File: src/ccpad_map.vh
/*
 * Register indices, field positions, reset values and timing counts for
 * the codec control port and activity detector.
 * Assumes inclusion by bare name from the design files of this block.
 */
`ifndef CCPAD_MAP_VH
`define CCPAD_MAP_VH

// ----------------------------------------------------------------------
// Register indices (5-bit address space)
// ----------------------------------------------------------------------
`define CCPAD_ADDR_W          5
`define CCPAD_REG_EXTRA       5'h04
`define CCPAD_REG_POWER       5'h08
`define CCPAD_REG_FORMAT      5'h09
`define CCPAD_REG_OFF_LOW     5'h0b
`define CCPAD_REG_OFF_HIGH    5'h0c
`define CCPAD_REG_ON_COUNT    5'h0d
`define CCPAD_REG_REC_THR     5'h0e
`define CCPAD_REG_PLAY_THR    5'h0f
`define CCPAD_REG_STATUS      5'h10

// ----------------------------------------------------------------------
// Field positions
// ----------------------------------------------------------------------
`define CCPAD_POWER_DIV_BIT   0
`define CCPAD_POWER_AUTO_BIT  4
`define CCPAD_FORMAT_SFS_BIT  0
`define CCPAD_EXTRA_GAIN_BIT  2
`define CCPAD_EXTRA_LOOP_BIT  0

// ----------------------------------------------------------------------
// Command codes in bits 7..5 of the first byte
// ----------------------------------------------------------------------
`define CCPAD_CMD_READ        3'h6
`define CCPAD_CMD_WRITE       3'h4

// ----------------------------------------------------------------------
// Reset values and timing
// ----------------------------------------------------------------------
`define CCPAD_RESET_BYTE      8'h00
`define CCPAD_STARTUP_LOG2    21
`define CCPAD_FRAME_BITS      16

`endif

File: src/ccpad_regfile.v
/*
 * Small 32 x 8 register memory of the control port, registered read data.
 * Assumes one write port and one read port on the master clock.
 */
`timescale 1ns/100ps
`include "ccpad_map.vh"

module ccpad_regfile #(
    parameter AW = `CCPAD_ADDR_W
) (
    input  wire          clk,
    input  wire          we,
    input  wire [AW-1:0] waddr,
    input  wire [7:0]    wdata,
    input  wire [AW-1:0] raddr,
    output reg  [7:0]    rdata_q
);

    reg [7:0] mem_q [0:(1<<AW)-1];

    // Write and registered read; the named registers are also kept in the main file
    always @(posedge clk)
    begin
        if (we)
        begin
            mem_q[waddr] <= wdata;
        end
        rdata_q <= mem_q[raddr];
    end

endmodule

File: src/ccpad_top.v
/*
 * Codec control port slave and signal activity detectors.
 * Assumes port pins and audio sample strobes are synchronous to clk in
 * level, but the port clock is sampled here, so it must stay at or below
 * half of clk.
 */
`timescale 1ns/100ps
`include "ccpad_map.vh"

// Overview of operation
// - Startup latches divide, frame format and gain bits from port pin levels.
// - Register writes are accepted any time after startup, also during conversion.
// - Port is slave only; serial clock and select are never driven.
// - Data in changes on clock fall, sampled on clock rise.
// - Data out driven on clock fall, master samples on rise.
// - Each transaction is two bytes both ways, most significant bit first.
// - Read: first byte 110 plus address, then a second byte.
// - During a read the addressed register shifts out during byte two.
// - Write: first byte 100 plus address, second byte data stored.
// - Record flag is computed from converter output samples.
// - Playback flag is computed from audio serial input samples.
// - Shared 16-bit off-count, 8-bit on-count, separate thresholds.
// - Zero threshold, on-count or off-count forces the flag high.
// - Threshold compared with top eight bits of sample magnitude.
// - One comparison per sample period, once per frame sync.
// - Flag low: count samples above threshold; reaching on-count sets flag.
// - Flag high: count samples at or below threshold; reaching off-count clears flag.
// - In loopback the playback flag still follows serial input data.
// - Both flags read high after reset, as reset zeroes counts and thresholds.
// - Power bit 4 set powers playback down while its flag is low.
// - Startup ends after two to the twenty-first master clocks.
module ccpad_top #(
    parameter STARTUP_LOG2 = `CCPAD_STARTUP_LOG2
) (
    input  wire        clk,
    input  wire        reset_n,
    input  wire        spi_sck,
    input  wire        spi_ss_n,
    input  wire        spi_mosi,
    output wire        spi_miso,
    output wire        spi_miso_oe_n,
    input  wire        frame_sync,
    input  wire [15:0] adc_sample,
    input  wire [15:0] audio_serial_in,
    output wire        reset_pin_n,
    output wire        master_clock_divider,
    output wire        short_frame_format,
    output wire        preamp_gain_x20,
    output wire        digital_loopback,
    output wire        playback_power_down,
    output wire        record_activity_flag,
    output wire        playback_activity_flag
);

    // ------------------------------------------------------------------
    // Startup counter
    // ------------------------------------------------------------------
    reg [STARTUP_LOG2:0] start_cnt_q;
    wire                 started = start_cnt_q[STARTUP_LOG2];

    // Counts master clocks after reset; the top bit marks the end
    always @(posedge clk or negedge reset_n)
    begin
        if (!reset_n)
            start_cnt_q <= {(STARTUP_LOG2+1){1'b0}};
        else if (!started)
            start_cnt_q <= start_cnt_q + 1'b1;
    end

    assign reset_pin_n = started;

    // ------------------------------------------------------------------
    // Pin synchronisers
    // ------------------------------------------------------------------
    reg [2:0] sync1_q;
    reg [2:0] sync2_q;
    reg       sck_prev_q;

    // Two flops per pin and a third on the clock for edges; the first stage feeds no logic
    always @(posedge clk or negedge reset_n)
    begin
        if (!reset_n)
        begin
            sync1_q    <= 3'h3; // Idle levels: select and clock high
            sync2_q    <= 3'h3;
            sck_prev_q <= 1'b1;
        end
        else
        begin
            sync1_q    <= {spi_mosi, spi_sck, spi_ss_n};
            sync2_q    <= sync1_q;
            sck_prev_q <= sync2_q[1];
        end
    end

    wire ss_n_s  = sync2_q[0];
    wire sck_s   = sync2_q[1];
    wire mosi_s  = sync2_q[2];
    wire sck_ris = sck_s & ~sck_prev_q;
    wire sck_fal = ~sck_s & sck_prev_q;

    // ------------------------------------------------------------------
    // Configuration registers
    // ------------------------------------------------------------------
    reg  [7:0] power_q;
    reg  [7:0] format_q;
    reg  [7:0] extra_q;
    reg  [7:0] off_low_q;
    reg  [7:0] off_high_q;
    reg  [7:0] on_count_q;
    reg  [7:0] rec_thr_q;
    reg  [7:0] play_thr_q;
    reg        strap_done_q;
    reg        wr_en;
    reg  [4:0] wr_addr;
    reg  [7:0] wr_data;

    // Straps caught at end of startup, not under reset, from pin levels
    always @(posedge clk or negedge reset_n)
    begin
        if (!reset_n)
        begin
            power_q      <= `CCPAD_RESET_BYTE;
            format_q     <= `CCPAD_RESET_BYTE;
            extra_q      <= `CCPAD_RESET_BYTE;
            off_low_q    <= `CCPAD_RESET_BYTE;
            off_high_q   <= `CCPAD_RESET_BYTE;
            on_count_q   <= `CCPAD_RESET_BYTE;
            rec_thr_q    <= `CCPAD_RESET_BYTE;
            play_thr_q   <= `CCPAD_RESET_BYTE;
            strap_done_q <= 1'b0;
        end
        else if (started && !strap_done_q)
        begin
            strap_done_q <= 1'b1;
            power_q[`CCPAD_POWER_DIV_BIT]   <= ~ss_n_s;
            format_q[`CCPAD_FORMAT_SFS_BIT] <= ~sck_s;
            extra_q[`CCPAD_EXTRA_GAIN_BIT]  <= mosi_s;
        end
        else if (wr_en)
        begin
            // Writes land regardless of converter activity
            case (wr_addr)
                `CCPAD_REG_POWER:    power_q    <= wr_data;
                `CCPAD_REG_FORMAT:   format_q   <= wr_data;
                `CCPAD_REG_EXTRA:    extra_q    <= wr_data;
                `CCPAD_REG_OFF_LOW:  off_low_q  <= wr_data;
                `CCPAD_REG_OFF_HIGH: off_high_q <= wr_data;
                `CCPAD_REG_ON_COUNT: on_count_q <= wr_data;
                `CCPAD_REG_REC_THR:  rec_thr_q  <= wr_data;
                `CCPAD_REG_PLAY_THR: play_thr_q <= wr_data;
                default:             power_q    <= power_q;
            endcase
        end
    end

    assign master_clock_divider = power_q[`CCPAD_POWER_DIV_BIT];
    assign short_frame_format   = format_q[`CCPAD_FORMAT_SFS_BIT];
    assign preamp_gain_x20      = extra_q[`CCPAD_EXTRA_GAIN_BIT];
    assign digital_loopback     = extra_q[`CCPAD_EXTRA_LOOP_BIT];

    // ------------------------------------------------------------------
    // Serial port engine
    // ------------------------------------------------------------------
    localparam ST_IDLE = 3'b001;
    localparam ST_CMD  = 3'b010;
    localparam ST_DATA = 3'b100;

    reg  [2:0] state_q;
    reg  [3:0] bit_cnt_q;
    reg  [7:0] shift_in_q;
    reg  [7:0] cmd_q;
    reg  [7:0] shift_out_q;
    reg        miso_q;
    reg        load_q;
    wire [7:0] rd_data;
    wire [4:0] rd_addr = {shift_in_q[3:0], mosi_s};
    wire       is_read = (cmd_q[7:5] == `CCPAD_CMD_READ);
    wire       is_write = (cmd_q[7:5] == `CCPAD_CMD_WRITE);

    // Mirror memory supplies read data a cycle after the address settles
    ccpad_regfile #(
        .AW (`CCPAD_ADDR_W)
    ) u_regs (
        .clk     (clk),
        .we      (wr_en),
        .waddr   (wr_addr),
        .wdata   (wr_data),
        .raddr   (rd_addr),
        .rdata_q (rd_data)
    );

    // Status word overrides the memory so live flags can be read back
    wire [7:0] status_byte = {6'h00, playback_activity_flag, record_activity_flag};

    // Bits shift in on synchronised rising edges, out on falling edges
    always @(posedge clk or negedge reset_n)
    begin
        if (!reset_n)
        begin
            state_q     <= ST_IDLE;
            bit_cnt_q   <= 4'h0;
            shift_in_q  <= 8'h00;
            cmd_q       <= 8'h00;
            shift_out_q <= 8'h00;
            miso_q      <= 1'b0;
            load_q      <= 1'b0;
            wr_en       <= 1'b0;
            wr_addr     <= 5'h00;
            wr_data     <= 8'h00;
        end
        else
        begin
            wr_en  <= 1'b0;
            load_q <= 1'b0;
            if (ss_n_s || !started)
            begin
                state_q   <= ST_IDLE;
                bit_cnt_q <= 4'h0;
                miso_q    <= 1'b0;
            end
            else
            begin
                // Named registers are read live, so reset values and straps read back
                if (load_q)
                begin
                    case (cmd_q[4:0])
                        `CCPAD_REG_POWER:    shift_out_q <= power_q;
                        `CCPAD_REG_FORMAT:   shift_out_q <= format_q;
                        `CCPAD_REG_EXTRA:    shift_out_q <= extra_q;
                        `CCPAD_REG_OFF_LOW:  shift_out_q <= off_low_q;
                        `CCPAD_REG_OFF_HIGH: shift_out_q <= off_high_q;
                        `CCPAD_REG_ON_COUNT: shift_out_q <= on_count_q;
                        `CCPAD_REG_REC_THR:  shift_out_q <= rec_thr_q;
                        `CCPAD_REG_PLAY_THR: shift_out_q <= play_thr_q;
                        `CCPAD_REG_STATUS:   shift_out_q <= status_byte;
                        default:             shift_out_q <= rd_data;
                    endcase
                end
                case (state_q)
                    ST_IDLE:
                    begin
                        state_q <= ST_CMD;
                    end
                    ST_CMD:
                    begin
                        if (sck_ris)
                        begin
                            shift_in_q <= {shift_in_q[6:0], mosi_s};
                            bit_cnt_q  <= bit_cnt_q + 4'h1;
                            if (bit_cnt_q == 4'h7)
                            begin
                                cmd_q   <= {shift_in_q[6:0], mosi_s};
                                load_q  <= 1'b1;
                                state_q <= ST_DATA;
                            end
                        end
                    end
                    ST_DATA:
                    begin
                        if (sck_fal && is_read)
                        begin
                            miso_q      <= shift_out_q[7];
                            shift_out_q <= {shift_out_q[6:0], 1'b0};
                        end
                        if (sck_ris)
                        begin
                            shift_in_q <= {shift_in_q[6:0], mosi_s};
                            bit_cnt_q  <= bit_cnt_q + 4'h1;
                            if (bit_cnt_q == 4'hf)
                            begin
                                state_q <= ST_IDLE;
                                // Only the write code stores
                                wr_en   <= is_write;
                                wr_addr <= cmd_q[4:0];
                                wr_data <= {shift_in_q[6:0], mosi_s};
                            end
                        end
                    end
                    default:
                    begin
                        state_q <= ST_IDLE;
                    end
                endcase
            end
        end
    end

    // Slave only: data line driven during the second byte of a read, enable active low
    assign spi_miso      = miso_q;
    assign spi_miso_oe_n = ss_n_s | ~is_read | (state_q != ST_DATA);

    // ------------------------------------------------------------------
    // Activity detectors
    // ------------------------------------------------------------------
    // Upper eight bits of magnitude; saturates the most negative code
    function [7:0] mag_top;
        input [15:0] s;
        reg   [15:0] a;
        begin
            a = s[15] ? (~s + 16'h0001) : s;
            if (a[15])
                mag_top = 8'hff;
            else
                mag_top = a[14:7];
        end
    endfunction

    reg        fs_prev_q;
    reg        rec_flag_q;
    reg        play_flag_q;
    reg [15:0] rec_cnt_q;
    reg [15:0] play_cnt_q;

    wire        fs_rise   = frame_sync & ~fs_prev_q;
    wire [15:0] off_count = {off_high_q, off_low_q};
    wire        disabled  = (on_count_q == 8'h00) || (off_count == 16'h0000);
    wire        rec_above  = mag_top(adc_sample) > rec_thr_q;
    wire        play_above = mag_top(audio_serial_in) > play_thr_q;

    // Next count: increments while the run continues, else zero; returns 16 bits
    function [15:0] next_cnt;
        input        flag;
        input        above;
        input [15:0] cnt;
        begin
            if (flag ? ~above : above)
                next_cnt = cnt + 16'h0001;
            else
                next_cnt = 16'h0000;
        end
    endfunction

    // Hysteresis state per path, stepped once per frame
    always @(posedge clk or negedge reset_n)
    begin
        if (!reset_n)
        begin
            fs_prev_q   <= 1'b0;
            rec_flag_q  <= 1'b0;
            play_flag_q <= 1'b0;
            rec_cnt_q   <= 16'h0000;
            play_cnt_q  <= 16'h0000;
        end
        else
        begin
            fs_prev_q <= frame_sync;
            if (fs_rise)
            begin
                rec_cnt_q  <= next_cnt(rec_flag_q, rec_above, rec_cnt_q);
                play_cnt_q <= next_cnt(play_flag_q, play_above, play_cnt_q);
                // Low: reach on-count to rise high: off-count to fall
                if (!rec_flag_q && next_cnt(1'b0, rec_above, rec_cnt_q) == {8'h00, on_count_q})
                begin
                    rec_flag_q <= 1'b1;
                    rec_cnt_q  <= 16'h0000;
                end
                else if (rec_flag_q && next_cnt(1'b1, rec_above, rec_cnt_q) == off_count)
                begin
                    rec_flag_q <= 1'b0;
                    rec_cnt_q  <= 16'h0000;
                end
                if (!play_flag_q && next_cnt(1'b0, play_above, play_cnt_q) == {8'h00, on_count_q})
                begin
                    play_flag_q <= 1'b1;
                    play_cnt_q  <= 16'h0000;
                end
                else if (play_flag_q && next_cnt(1'b1, play_above, play_cnt_q) == off_count)
                begin
                    play_flag_q <= 1'b0;
                    play_cnt_q  <= 16'h0000;
                end
            end
        end
    end

    // Zero parameter disables detection by forcing the flag high
    assign record_activity_flag   = rec_flag_q | disabled | (rec_thr_q == 8'h00);
    assign playback_activity_flag = play_flag_q | disabled | (play_thr_q == 8'h00);

    // Automatic playback power down follows the playback flag
    assign playback_power_down = power_q[`CCPAD_POWER_AUTO_BIT]
                                 & ~playback_activity_flag;

endmodule

File: config.mk
export PLATFORM = sky130hd
export DESIGN_NAME = ccpad_top
export DESIGN_NICKNAME = d
export VERILOG_FILES = /design/src/ccpad_regfile.v /design/src/ccpad_top.v
export VERILOG_INCLUDE_DIRS = /design/src
export SDC_FILE = /design/constraint.sdc
export NUM_CORES = 1
export LEC_CHECK = 0
export BUFFER_PORTS_ARGS = -buffer_cell sky130_fd_sc_hd__buf_2
export CORE_ASPECT_RATIO = 0.75
export CORE_UTILIZATION = 40
export DETAILED_ROUTE_END_ITERATION = 16
export SLEW_MARGIN = 10
export SYNTH_ARGS = -nofsm -noshare
export SYNTH_HDL_FRONTEND = slang
export SYNTH_HIERARCHICAL = 1
export SYNTH_SLANG_ARGS = --single-unit
File: constraint.sdc
create_clock -name clk -period 5.21 [get_ports clk]
set_input_delay 1.3025 -clock clk [delete_from_list [all_inputs] [get_ports clk]]
set_output_delay 1.3025 -clock clk [all_outputs]
set_load 0.005 [all_outputs]
## Word level (Yosys, flattened, before mapping)

Memories as Yosys holds them, arrays and structs flattened. A register that Yosys moved wholly into a read port is not among the register bits.
Index checks and enable logic that the tools add are counted.

- Mux-type cells: 62
- $mul: 0
- Div/mod/pow operators: 0
- Shift operators: 0
- Equal/unequal tests: 33
- Bitwise gates (word level): 22
- Reduce and logical (&&, ||, !) cells: 46
- $add $sub $neg: 6
- Magnitude comparators: 2

Operator list:

| cell | number |
|---|---|
| 16-bit two-way mux | 18 |
| 8-bit one-hot mux with 9 select lines | 1 |
| 5-bit by 4-bit equality test with 1-bit output, second input constant | 14 |
| 16-bit by 1-bit adder with 16-bit output, second input constant | 4 |
| 8-bit two-way mux | 5 |
| 16-bit equality test | 2 |
| 16-bit by 8-bit equality test with 1-bit output | 2 |
| 16-bit inverter | 2 |
| 3-bit AND reduction | 9 |
| 1-bit two-way mux | 26 |
| 8-bit logical NOT | 3 |
| 22-bit by 1-bit adder with 22-bit output, second input constant | 1 |
| 22-bit two-way mux | 1 |
| 3-bit two-way mux | 7 |
| 2-bit nonzero test | 10 |
| 8-bit greater-than comparator | 2 |
| 16-bit logical NOT | 1 |
| 3-bit != test, second input constant | 5 |
| 2-bit AND reduction | 7 |
| 4-bit two-way mux | 3 |
| 4-bit AND reduction | 3 |
| 5-bit by 3-bit equality test with 1-bit output, second input constant | 2 |
| 1-bit inverter | 10 |
| 3-bit equality test, second input constant | 3 |
| 13 further kinds | 30 |

- Memories kept: 1
- Latch bits: 0
- Memory bits (writable): 256
- Input bits: 38
- ROM bits: 0
- Output and inout port bits: 10
- Word-level logic and storage cells: 204
- Register bits: 175

Memories:

| name | depth | width | read ports | clocked after Yosys merged registers in | write ports | RTL line | text |
|---|---|---|---|---|---|---|---|
| u_regs.mem_q | 32 | 8 | 1 | 1 | 1 | ccpad_regfile.v:19 | `reg [7:0] mem_q [0:(1<<AW)-1];` |

## Depth between registers and ports, before layout

Gate-level depths: netlist of run 1.

- Word-level depth: 15
- Mapped depth: 20
- Mapped depth without buffers: 18

## Modules after synthesis

Netlist of run 1, hierarchy kept.

Modules (own cells, without submodules):

| module | instances | sequential area each (µm²) | area an instance (µm²) | cells an instance |
|---|---|---|---|---|
| ccpad_top | 1 | 4386.7 | 11108.2 | 1142 |
| ccpad_regfile | 1 | 7847.5 | 10053.4 | 417 |

## Worst setup path before layout of run 1

OpenSTA, ideal clock, no wires.

- Path type: input to register
- From: input audio_serial_in[4]
- To: register play_cnt_q[3]
- Stages on the path: 19
- Library setup time: 0.126 ns
- Setup slack: -0.781 ns
- Buffers on the path: 3
- Required time: 5.084 ns
- Arrival: 5.865 ns
- Cells stage by stage: nor4_1 -> nand2_1 -> or4_1 -> or4_1 -> or4b_2 -> clkbuf_1 -> nand2_1 -> ha_1 -> and4_1 -> nand4_1 -> o31a_1 -> clkbuf_1 -> a31oi_1 -> a2111oi_0 -> nor4b_2 -> or3_1 -> buf_4 -> a21oi_4 -> a221o_1

- Cells in the longest elaborated chain, start to end: 12
- Elaborated cells on any way between the ends: 19
- Classes of those cells: 1 x add/sub; 1 x order compare; 2 x eq/ne; 11 x mux; 2 x bitwise; 2 x reduce/logical

RTL lines:

| item | RTL line | text |
|---|---|---|
| start: declaration | ccpad_top.v:44 | `input wire [15:0] audio_serial_in,` |
| 16-bit inverter (*) | ccpad_top.v:301 | `a = s[15] ? (~s + 16'h0001) : s;` |
| 16-bit by 1-bit adder with 16-bit output (*) | ccpad_top.v:301 |  |
| 16-bit two-way mux (*) | ccpad_top.v:301 |  |
| 8-bit two-way mux (*) | ccpad_top.v:302 | `if (a[15])` |
| 8-bit greater-than comparator (*) | ccpad_top.v:319 | `wire play_above = mag_top(audio_serial_in) > play_thr_q;` |
| 16-bit two-way mux | ccpad_top.v:327 | `if (flag ? ~above : above)` |
| 16-bit two-way mux | ccpad_top.v:363 | `if (!play_flag_q && next_cnt(1'b0, play_above, play_cnt_q) == {8'h00, on_count_q})` |
| 16-bit two-way mux | ccpad_top.v:348 | `if (fs_rise)` |
| 16-bit equality test | ccpad_top.v:368 | `else if (play_flag_q && next_cnt(1'b1, play_above, play_cnt_q) == off_count)` |
| 1-bit logical AND | ccpad_top.v:368 |  |
| 16-bit two-way mux | ccpad_top.v:368 |  |
| 16-bit two-way mux (*) | ccpad_top.v:363 |  |
| end signal: assignment | ccpad_top.v:351 | `play_cnt_q <= next_cnt(play_flag_q, play_above, play_cnt_q);` |
| end: declaration | ccpad_top.v:313 | `reg [15:0] play_cnt_q;` |

Mark *: on every way between the ends. The rest lies on a longest branch, timed or not. The select of a mux whose other input is x is not followed.
A chain may end at the register's enable or synchronous reset.

## Final worst setup path of run 1

- From: input adc_sample[4]
- To: register rec_cnt_q[9]

- Cells in the longest elaborated chain, start to end: 12
- Elaborated cells on any way between the ends: 19
- Classes of those cells: 1 x add/sub; 1 x order compare; 2 x eq/ne; 11 x mux; 2 x bitwise; 2 x reduce/logical

RTL lines:

| item | RTL line | text |
|---|---|---|
| start: declaration | ccpad_top.v:43 | `input wire [15:0] adc_sample,` |
| 16-bit inverter (*) | ccpad_top.v:301 |  |
| 16-bit by 1-bit adder with 16-bit output (*) | ccpad_top.v:301 |  |
| 16-bit two-way mux (*) | ccpad_top.v:301 |  |
| 8-bit two-way mux (*) | ccpad_top.v:302 |  |
| 8-bit greater-than comparator (*) | ccpad_top.v:318 | `wire rec_above = mag_top(adc_sample) > rec_thr_q;` |
| 16-bit two-way mux | ccpad_top.v:327 |  |
| 16-bit two-way mux | ccpad_top.v:353 | `if (!rec_flag_q && next_cnt(1'b0, rec_above, rec_cnt_q) == {8'h00, on_count_q})` |
| 16-bit two-way mux | ccpad_top.v:348 |  |
| 16-bit equality test | ccpad_top.v:358 | `else if (rec_flag_q && next_cnt(1'b1, rec_above, rec_cnt_q) == off_count)` |
| 1-bit logical AND | ccpad_top.v:358 |  |
| 16-bit two-way mux | ccpad_top.v:358 |  |
| 16-bit two-way mux (*) | ccpad_top.v:353 |  |
| end signal: assignment | ccpad_top.v:350 | `rec_cnt_q <= next_cnt(rec_flag_q, rec_above, rec_cnt_q);` |
| end: declaration | ccpad_top.v:312 | `reg [15:0] rec_cnt_q;` |

Marks and branches as above.

==> results.txt, run 1 <==
Number of global-route vias before repair: 13600
Pint: 6080 µW
CP bufs+invs: 3
CP max stage cell: or4b_4
Critical path's most frequent cell: or4_4
Metal2 WL: 23800 µm
PortBufs: 47
Ys Warns: 6
Area delta synth->final: 16.6%
Switch Pwr: 2170 µW
Comb power frac: 13.9%
Fin Hold WS: 349 ps
Count of different cell masters after synthesis: 92
CTS tree: built
Worst EP arrival: 5740 ps
Critical path required time: 5660 ps
Mapped Cells: 1559
Instance count on the critical path: 19
Area leader, netlist: edfxtp_1
Grt total ovfl: 0
Core area: 0.0519 mm²
Clk_skew: 36.7 ps
Num CTS Buffers: 44
Maxcap violations: 0
Clock Pin Slew Worst Setup and Hold Paths: 70 ps
Worst r2r src: play_cnt_q[3]$_DFFE_PN0P_
H-tree levels: 2
Clock Power Share: 38.9%
Kind of critical path: input pin to register
DRT met1 WL: 26400 µm
Post-CTS Hold Buffers: 0
Die Y: 201 µm
Final WS setup: -81.3 ps
GRT Overall Usage: 20.4%
Initial core utilization: 40.8%
Reg2Reg Capture Point: play_cnt_q[2]$_DFFE_PN0P_
Met3 wire len: 3950 µm
Worst Tran Pin Value: 1130 ps
Pin count of the biggest net entering global routing: 81
Final HPWL DP: 36600 µm
Global-route wire length before repair: 83700 µm
Storage cell area: 0.0122 mm²
RSZ-0062 raised after global routing: true
FFs w/ async S/R, synth: 39.9%
Drt drc: 0
Wire length per cell: 23.0 µm
Share of layout cells above drive strength 1: 28.9%
Crit-path cells: buf_6 > nor4_4 > nand2_1 > or4_4 > or4_4 > or4b_4 > and2_4 > ha_4 > nand4_1 > nor2_4 > a211oi_4 > buf_12 > o41ai_4 > o311ai_2 > a2111oi_2 > buf_4 > a21oi_4 > o21ai_4 > o22ai_2
Routed Antenna Nets: 0
CTS sink cnt: 439
Top-level port count: 48
Inserted Diodes: 0
GP Congestion: 0.895
Pre-CTS setup slack: -733 ps
Count leader, synth: edfxtp_1
Top Metal Used: met4
Post-Syn Nets: 1617
PD cells: 334 mW/mm²
LEAKAGE: 0.00834 µW
Layout fillers: 4577
Root buf cell: clkbuf_16
Initial DRC Count: 1466
Synth cell count leaders: 256 x edfxtp_1, 169 x dfrtp_1, 114 x nand2_1
TritonRoute pass-1 iters: 6
Failing checks: setup timing
Setup-failing EPs final: 13
Initial antenna violation count: 0
Critical Path Source: adc_sample[4]
Post-layout minimum cycle time: 5290 ps
Final Max Slew Viols: 0
Final hold viol count: 0
Vias: 14000
Slew HR: 24.8%
Switching Share: 26.3%
Critical Path End Type: register
Length in cells of the worst reg-to-reg path: 10
Startpoint Class: input pin
Via density: 5.86
Synth Cell Area: 0.0212 mm²
Yosys top cell area share: 36.3%
# nets final: 1705
Rows: 72
Crit path capture: rec_cnt_q[9]$_DFFE_PN0P_
Top cells by area, synth: edfxtp_1 36%, dfrtp_1 20%, mux4_2 8.5%
Yosys reg bits: 439
DRT Wirelength: 54900 µm
Worst hold path type: register to register
Largest stage delay, worst path: 550 ps
CP top delay family: simple AND/OR/NAND/NOR gates
Sequential cell area fraction in the yosys report: 57.8%
Post-Route Setup TNS: -710 ps
Status: complete, but fails checks
Bufs on Longest Clock Path: 3
Achievable Freq: 189 MHz
Number of flops mapped to enable cells by yosys: 256
Synthesized area per cell: 13.6 µm²
DIE AREA: 0.0538 mm²
Top_reg_cell synth: edfxtp_1
R2R Setup Slk: 1260 ps
Worst VDD drop: 0.000232 V
Worst-path maximum fanout: 8
Area of the multi-input gates: 0.00898 mm²
Die X: 268 µm
Clk_lat worst skew: 590 ps
Fin crit share: 102%
Sequential share of power: 47.2%
==> sequential cells by signal, indices dropped and copies added, names as in the netlist, 5 cells and up <==
signal,count
shift_out_q,8
power_q,8
shift_in_q,7
cmd_q,8
format_q,8
u_regs/rdata_q,8
off_low_q,8
u_regs/mem_q,256
start_cnt_q,22
extra_q,8
on_count_q,8
play_thr_q,8
rec_thr_q,8
rec_cnt_q,16
wr_data,8
wr_addr,5
play_cnt_q,16
off_high_q,8
==> how the worst min path moves through the flow <==
stage	from	to	slack (ps)	depth (start not counted)
final	sync1_q[2]$_DFF_PN0_	sync2_q[2]$_DFF_PN0_	350	0
after global routing	sync1_q[2]$_DFF_PN0_	sync2_q[2]$_DFF_PN0_	360	0
after CTS	sync1_q[2]$_DFF_PN0_	sync2_q[2]$_DFF_PN0_	350	0
after detailed placement	sync1_q[2]$_DFF_PN0_	sync2_q[2]$_DFF_PN0_	340	0
after global placement	sync1_q[2]$_DFF_PN0_	sync2_q[2]$_DFF_PN0_	340	0
after floorplan	sync1_q[2]$_DFF_PN0_	sync2_q[2]$_DFF_PN0_	330	0
==> layer usage <==
| layer | GRT usage, % | up-vias |
|---|---|---|
| li1 | - | 6198 |
| met1 | 32.3 | 7232 |
| met2 | 28.7 | 478 |
| met3 | 4.09 | 52 |
| met4 | 4.37 | 0 |
| met5 | 0 | - |
==> power groups by stage <==
stage	Sequential [µW]	Clock (µW)	Combinational, µW
5_1_grt	3910	3410	1230
3_3_place_gp	3960	0	945
2_1_floorplan	3830	0	803
6_report	3900	3210	1140
3_5_place_dp	3960	0	957
4_1_cts	3890	3270	1020
==> layout by cell type (no fill, tap or decap), types with 7 or more instances in the layout <==
cell / Yosys / layout
dfrtp_1: 169 / 167
mux4_2: 80 / 80
nor3_1: 25 / 24
o21ai_1: 4 / 12
clkbuf_1: 46 / 11
edfxtp_1: 256 / 256
or4_1: 11 / 7
a22oi_1: 42 / 36
xor2_1: 31 / 31
o31ai_1: 10 / 10
nor2b_1: 21 / 20
o21ai_0: 40 / 29
nor3b_1: 8 / 8
nand2_1: 114 / 109
a31oi_1: 14 / 12
nor2_1: 98 / 95
dfxtp_1: 8 / 8
buf_2: 12 / 42
a21oi_1: 31 / 27
ha_1: 20 / 17
nor4_1: 21 / 18
xnor2_1: 44 / 44
buf_4: 11 / 62
nand4_1: 22 / 22
clkinv_2: 0 / 8
nand2b_1: 19 / 19
nand3b_1: 12 / 12
mux2_2: 97 / 97
buf_6: 2 / 16
clkbuf_16: 0 / 44
inv_1: 43 / 43
xnor3_1: 12 / 12
o211ai_1: 10 / 10
o22ai_1: 15 / 8
nand3_1: 34 / 33
mux2i_1: 8 / 8
==> layout make-up <==
| class | instances | share of cell area [%] |
|---|---|---|
| clock inverter | 22 | 1.09 |
| timing repair buffer | 126 | 3.93 |
| tap | 703 | 3.56 |
| multi-input combinational | 992 | 36.4 |
| sequential | 439 | 49.6 |
| inverter | 44 | 0.669 |
| clock buffer | 57 | 4.74 |
==> through the flow <==
stage          cell area (µm²)  utilization (%)  instances  total power, µW
2_1_floorplan            21500                -       1559             4630
3_3_place_gp             22600             43.6       2285             4900
3_5_place_dp             22600             43.6       2285             4920
4_1_cts                  24300             46.8       2372             8190
5_1_grt                  24700             47.6       2383             8550
6_report                 24700             47.6       2383             8250
==> logic make-up (layout without fill, tap and decap cells) <==
logic type / Yosys count / count (layout) / share of synthesized area, %
AOI/OAI and AO/OA: 251 / 252 / 8.50
xor gates and xnor gates: 88 / 88 / 4.46
adders and majority gates: 20 / 20 / 1.18
buffers and inverters: 129 / 249 / 2.63
DFF: 439 / 439 / 57.8
muxes: 185 / 185 / 14.1
and+or+nand+nor: 447 / 447 / 11.4
==> repair_timing <==
item / CTS / global route
endpoints found under the hold margin: 0 / 0
cloned: 1 / 0
setup buffers: 7 / 12
gates resized for setup: 25 / 60
pin swaps: 12 / 26
endpoints found under the setup margin: 27 / 34
No activity file was read; power rests on OpenSTA's default activity.
==> run 2, diff against run 1 <==
--- a/config.mk
+++ b/config.mk
@@ -7,9 +7,12 @@
 export NUM_CORES = 1
 export LEC_CHECK = 0
 export BUFFER_PORTS_ARGS = -buffer_cell sky130_fd_sc_hd__buf_2
+export CELL_PAD_IN_SITES_DETAIL_PLACEMENT = 1
+export CELL_PAD_IN_SITES_GLOBAL_PLACEMENT = 1
 export CORE_ASPECT_RATIO = 0.75
 export CORE_UTILIZATION = 40
 export DETAILED_ROUTE_END_ITERATION = 16
+export PLACE_DENSITY_LB_ADDON = 0.1
 export SLEW_MARGIN = 10
 export SYNTH_ARGS = -nofsm -noshare
 export SYNTH_HDL_FRONTEND = slang
==> results.txt, run 2 (synthesized netlist as in run 1, its figures left out) <==
Status: complete, but fails checks
Failing checks: setup timing
Clk_skew: 19.9 ps
Largest Register: u_regs/mem_q
CP max stage cell: or4b_4
Wire length per cell: 25.3 µm
Post-layout minimum cycle time: 5320 ps
Area delta synth->final: 18.9%
Grt total ovfl: 0
RSZ-0062 raised after global routing: true
Via density: 5.81
Startpoint Class: input pin
Vias: 14100
CP top delay family: simple AND/OR/NAND/NOR gates
Die Y: 201 µm
Setup-failing EPs final: 26
Crit-path cells: buf_6 > nor4_4 > nand2_1 > or4_4 > or4_4 > or4b_4 > and2_4 > ha_4 > nand4_1 > nor2_4 > nor2b_4 > buf_12 > o41ai_4 > o311ai_4 > a2111oi_4 > buf_4 > a21oi_4 > o21ai_4 > buf_4 > o22ai_1
Worst VDD drop: 0.000234 V
Top-level port count: 48
CTS sink cnt: 439
Final HPWL DP: 41900 µm
GRT Overall Usage: 23.1%
Fin Hold WS: 356 ps
Most common cell after layout, fill and taps aside: edfxtp_1
DRT met1 WL: 30900 µm
Worst-path maximum fanout: 8
Clk_lat worst skew: 590 ps
LEAKAGE: 0.00855 µW
Maxcap violations: 0
Most frequent cells in the layout: 256 x edfxtp_1, 167 x dfrtp_1, 107 x nand2_1
Core area: 0.0519 mm²
Initial antenna violation count: 1
Number of global-route vias before repair: 14400
DIE AREA: 0.0538 mm²
Initial DRC Count: 1205
TritonRoute pass-1 iters: 9
Die X: 268 µm
Final hold viol count: 0
Initial core utilization: 40.8%
CTS tree: built
PD cells: 336 mW/mm²
Worst hold path type: register to register
Layout fillers: 5254
R2R Setup Slk: 1190 ps
Inserted Diodes: 0
Num CTS Buffers: 45
Final WS setup: -113 ps
Worst EP arrival: 5780 ps
Worst Tran Pin Value: 1090 ps
Share of layout cells above drive strength 1: 31.9%
Critical path required time: 5670 ps
Drt drc: 0
Post-CTS Hold Buffers: 0
Pin count of the biggest net entering global routing: 93
Critical Path End Type: register
Met3 wire len: 4070 µm
Utilization after layout: 48.5%
Fin crit share: 102%
Biggest regs: u_regs/mem_q (256), start_cnt_q (22)
Largest stage delay, worst path: 550 ps
Achievable Freq: 188 MHz
Pre-CTS setup slack: -832 ps
Root buf cell: clkbuf_16
Clock Pin Slew Worst Setup and Hold Paths: 60 ps
Slew HR: 26.5%
Metal2 WL: 25700 µm
CP bufs+invs: 4
GP Congestion: 0.892
DRT Wirelength: 61500 µm
H-tree levels: 2
Largest register FFs: 256
Top Metal Used: met4
Bufs on Longest Clock Path: 3
Rows: 72
Global-route wire length before repair: 93000 µm
Final Max Slew Viols: 0
Kind of critical path: input pin to register
PortBufs: 47
Routed Antenna Nets: 0
# nets final: 1745
Total power: 8460 µW
-- run 2: cell count changes in the layout (fill, tap and decap cells not counted), moves of 4 or more --
cell / delta
buf_4: +37
a22oi_2: +4
o31ai_2: +4
o21ai_1: -4
a22oi_1: -4
o21ai_2: +4
o31ai_1: -4
-- run 2: final cells by class --
type | instances | area, µm² | share of cell area (%)
Clock buffer | 61 | 1210 | 4.79
Clock inverter | 22 | 267 | 1.06
Inverter | 44 | 165 | 0.656
Multi-Input combinational cell | 992 | 9130 | 36.3
Sequential cell | 439 | 12200 | 48.6
Tap cell | 703 | 880 | 3.50
Timing Repair Buffer | 165 | 1280 | 5.08
-- run 2: per-stage QoR --
| stage | instance area [µm²] | TNS [ps] | cells |
|---|---|---|---|
| 6_report | 25200 | -1330 | 2426 |
| 5_1_grt | 25200 | -6080 | 2426 |
| 4_1_cts | 24600 | -403 | 2406 |
| 3_5_place_dp | 22700 | -23800 | 2297 |
| 3_3_place_gp | 22700 | -20980 | 2297 |
| 2_1_floorplan | 21500 | -6560 | 1559 |
-- run 2: routing by layer --
layer / GRT usage (%) / vias to the layer above
li1: - / 6260
met1: 37.8 / 7402
met2: 31.6 / 376
met3: 4.32 / 66
met4: 4.53 / 0
met5: 0 / -
-- run 2: repair_timing --
item / in CTS / in global routing
setup endpoints to repair: 31 / 34
gates cloned: 1 / 0
pin swaps: 18 / 34
buffers inserted: 25 / 20
resized for setup: 38 / 70
-- run 2: worst paths after layout --
check | start | endpoint | cells after the start
max | adc_sample[4] | rec_cnt_q[9]$_DFFE_PN0P_ | 20
min | sync1_q[1]$_DFF_PN1_ | sync2_q[1]$_DFF_PN1_ | 0
max reg2reg | play_cnt_q[0]$_DFFE_PN0P_ | play_cnt_q[2]$_DFFE_PN0P_ | 11
min reg2reg | sync1_q[1]$_DFF_PN1_ | sync2_q[1]$_DFF_PN1_ | 0
max in group asynchronous | reset_n | state_q[0]$_DFFE_PN1P_ | 2
min in group asynchronous | reset_n | play_cnt_q[3]$_DFFE_PN0P_ | 1
-- run 2: power by group --
group | internal, µW | switching [µW] | leakage, µW | total, µW
Sequential | 3720 | 196 | 0.00417 | 3910
Combinational | 573 | 681 | 0.00366 | 1250
Clock | 1890 | 1410 | 0.000711 | 3290
Total | 6180 | 2280 | 0.00855 | 8460
==> run 3, diff against run 2 <==
--- a/config.mk
+++ b/config.mk
@@ -16,5 +16,4 @@
 export SLEW_MARGIN = 10
 export SYNTH_ARGS = -nofsm -noshare
 export SYNTH_HDL_FRONTEND = slang
-export SYNTH_HIERARCHICAL = 1
 export SYNTH_SLANG_ARGS = --single-unit
==> constraint.sdc (replaced) <==
create_clock -name clk -period 4.7 [get_ports clk]
set_input_delay 1.175 -clock clk [delete_from_list [all_inputs] [get_ports clk]]
set_output_delay 1.175 -clock clk [all_outputs]
set_load 0.005 [all_outputs]
==> results.txt, run 3 <==
Status: complete, but fails checks
Failing checks: setup timing
Maxcap violations: 0
# nets final: 1729
Worst Tran Pin Value: 1240 ps
H-tree levels: 2
Initial antenna violation count: 1
PortBufs: 47
Crit path capture: rec_cnt_q[3]$_DFFE_PN0P_
Ys Warns: 0
Yosys top cell area share: 37.0%
Core area: 0.0507 mm²
Metal2 WL: 26300 µm
Crit-path cells: buf_6 > nor4_4 > nand2_2 > or4_4 > or4_4 > or4b_4 > nand2_4 > ha_4 > nor2b_1 > o211ai_1 > a211oi_2 > clkbuf_16 > buf_6 > o31a_1 > a211oi_2 > nor4_4 > buf_4 > a41o_4 > o31ai_1 > a22o_1
Met3 wire len: 4050 µm
TritonRoute pass-1 iters: 5
Top-level port count: 48
Grt total ovfl: 0
Number of global-route vias before repair: 14300
CTS tree: built
Initial DRC Count: 1101
Clock Pin Slew Worst Setup and Hold Paths: 60 ps
Pin count of the biggest net entering global routing: 67
Routed Antenna Nets: 0
Worst VDD drop: 0.000244 V
Biggest regs: u_regs.mem_q (256), start_cnt_q (22)
CTS sink cnt: 439
Drt drc: 0
Final hold viol count: 0
Hold_sp: sync1_q[1]$_DFF_PN1_
Root buf cell: clkbuf_16
FFs w/ async S/R, synth: 39.9%
Sequential cell area fraction in the yosys report: 58.8%
Post-CTS Hold Buffers: 0
Die Y: 199 µm
Global-route wire length before repair: 91500 µm
Reg2Reg Capture Point: play_cnt_q[0]$_DFFE_PN0P_
Instance count on the critical path: 20
Most common cell after layout, fill and taps aside: edfxtp_1
Worst r2r src: play_cnt_q[0]$_DFFE_PN0P_
Worst-path maximum fanout: 8
Vias: 13800
Setup-failing EPs final: 34
Kind of critical path: input pin to register
Die X: 265 µm
LEAKAGE: 0.00836 µW
Design Area, Final: 0.0251 mm²
Clk_skew: 29.2 ps
Post-layout minimum cycle time: 5190 ps
Worst hold path type: register to register
Fin crit share: 110%
Fin Hold WS: 356 ps
GP Congestion: 0.827
Critical Path End Type: register
Bufs on Longest Clock Path: 3
Yosys reg bits: 439
PD cells: 357 mW/mm²
Clk_lat worst skew: 590 ps
Count leader, synth: edfxtp_1
Most frequent cells in the layout: 256 x edfxtp_1, 167 x dfrtp_1, 111 x nand2_1
Area leader, netlist: edfxtp_1
Largest Register: u_regs.mem_q
Count of different cell masters after synthesis: 89
Wire length per cell: 25.2 µm
Critical path required time: 5220 ps
CP max stage cell: or4b_4
Largest register FFs: 256
CP top delay family: simple AND/OR/NAND/NOR gates
Critical Path Source: adc_sample[1]
GRT Overall Usage: 23.3%
Top_reg_cell synth: edfxtp_1
Num CTS Buffers: 46
DRT Wirelength: 60500 µm
Slew HR: 17.3%
Final Max Slew Viols: 0
Synth cell count leaders: 256 x edfxtp_1, 169 x dfrtp_1, 121 x nand2_1
Final WS setup: -490 ps
Post-Syn Nets: 1591
Initial core utilization: 41.0%
Worst EP arrival: 5710 ps
Post-DP Area: 0.0225 mm²
Mapped Cells: 1533
Largest stage delay, worst path: 560 ps
Number of flops mapped to enable cells by yosys: 256
DRT met1 WL: 29300 µm
Top Metal Used: met4
Layout fillers: 5007
Inserted Diodes: 0
Achievable Freq: 193 MHz
CP bufs+invs: 4
DIE AREA: 0.0529 mm²
Synthesized area per cell: 13.6 µm²
Startpoint Class: input pin
Area delta synth->final: 20.6%
Rows: 71
Via density: 5.74
Final HPWL DP: 40600 µm
Synth Cell Area: 0.0208 mm²
Top cells by area, synth: edfxtp_1 37%, dfrtp_1 20%, mux4_2 8.7%
R2R Setup Slk: 720 ps
Length in cells of the worst reg-to-reg path: 11
RSZ-0062 raised after global routing: true
Share of layout cells above drive strength 1: 32.9%
run 3: cell count changes after synthesis, sizes merged, moves of 6 or more:
| cell | change |
|---|---|
| buf | -17 |
| o21ai | +15 |
| mux2 | -14 |
| a22oi | -13 |
| clkbuf | +13 |
| nor2b | -8 |
| o31ai | +8 |
| xnor3 | -7 |
| a31oi | -6 |
| inv | -6 |
| nand2 | +6 |
| or3 | +6 |
run 3: layout make-up:
| type | instances | area, µm² | area share, % |
|---|---|---|---|
| Tap cell | 693 | 867 | 3.46 |
| Timing Repair Buffer | 169 | 1350 | 5.40 |
| Clock buffer | 75 | 1360 | 5.40 |
| Clock inverter | 11 | 168 | 0.668 |
| Inverter | 38 | 143 | 0.569 |
| Multi-Input combinational cell | 977 | 8950 | 35.7 |
| Sequential cell | 439 | 12200 | 48.8 |
run 3: worst min-delay path by stage:
stage,to,slack (ps),cells after the start
2_1_floorplan,sync2_q[2]$_DFF_PN0_,330,0
3_3_place_gp,sync2_q[2]$_DFF_PN0_,340,0
3_5_place_dp,sync2_q[0]$_DFF_PN1_,350,0
4_1_cts,sync2_q[1]$_DFF_PN1_,360,0
5_1_grt,sync2_q[1]$_DFF_PN1_,360,0
6_report,sync2_q[1]$_DFF_PN1_,360,0
run 3: power breakdown:
group	switching (µW)	internal, µW
clock	1560	2100
combinational	586	524
sequential	106	4090
total	2250	6710
run 3: worst register-to-register path, cell delays in order (launching register included):
cell and delay [ps]:
dfrtp_1 460, ha_1 440, nand4_2 430, or4_1 660, xor2_1 400, nand3_1 200
o31ai_1 340, a21oi_2 130, nor4_4 280, buf_6 180, nor3_4 60, mux2_4 290
run 3: metal layers:
layer | vias to the layer above | GRT usage [%]
met4 | 0 | 4.52
met5 | - | 0
met3 | 56 | 5.77
met2 | 286 | 34.0
met1 | 7288 | 35.0
li1 | 6158 | -
run 3: logic make-up (layout without fill, tap and decap cells):
family | count (synthesis) | count (layout) | synth area share [%]
simple gates | 448 | 449 | 11.5
flops | 439 | 439 | 58.8
compound gates | 254 | 255 | 8.58
mux | 169 | 169 | 13.5
buf+inv | 119 | 293 | 2.39
xor+xnor | 84 | 84 | 4.03
fa+ha+maj | 20 | 20 | 1.20
run 3: metrics by stage:
| step | std cells | worst slack [ps] | util [%] | total power [µW] | TNS, ps |
|---|---|---|---|---|---|
| floorplan | 1533 | -749 | - | 4800 | -20640 |
| detailed placement | 2267 | -1120 | 44.4 | 5100 | -34070 |
| finish | 2402 | -490 | 49.4 | 8970 | -12170 |
| global route | 2402 | -583 | 49.4 | 9270 | -16570 |
| global placement | 2267 | -1030 | 44.4 | 5080 | -31170 |
| CTS | 2393 | -407 | 48.7 | 8930 | -9200 |
run 3: repair_timing:
| action | in CTS | in global routing |
|---|---|---|
| buffers inserted | 42 | 13 |
| pin swaps | 55 | 58 |
| gates cloned | 2 | 0 |
| setup endpoints to repair | 34 | 34 |
| gates resized for setup | 79 | 55 |
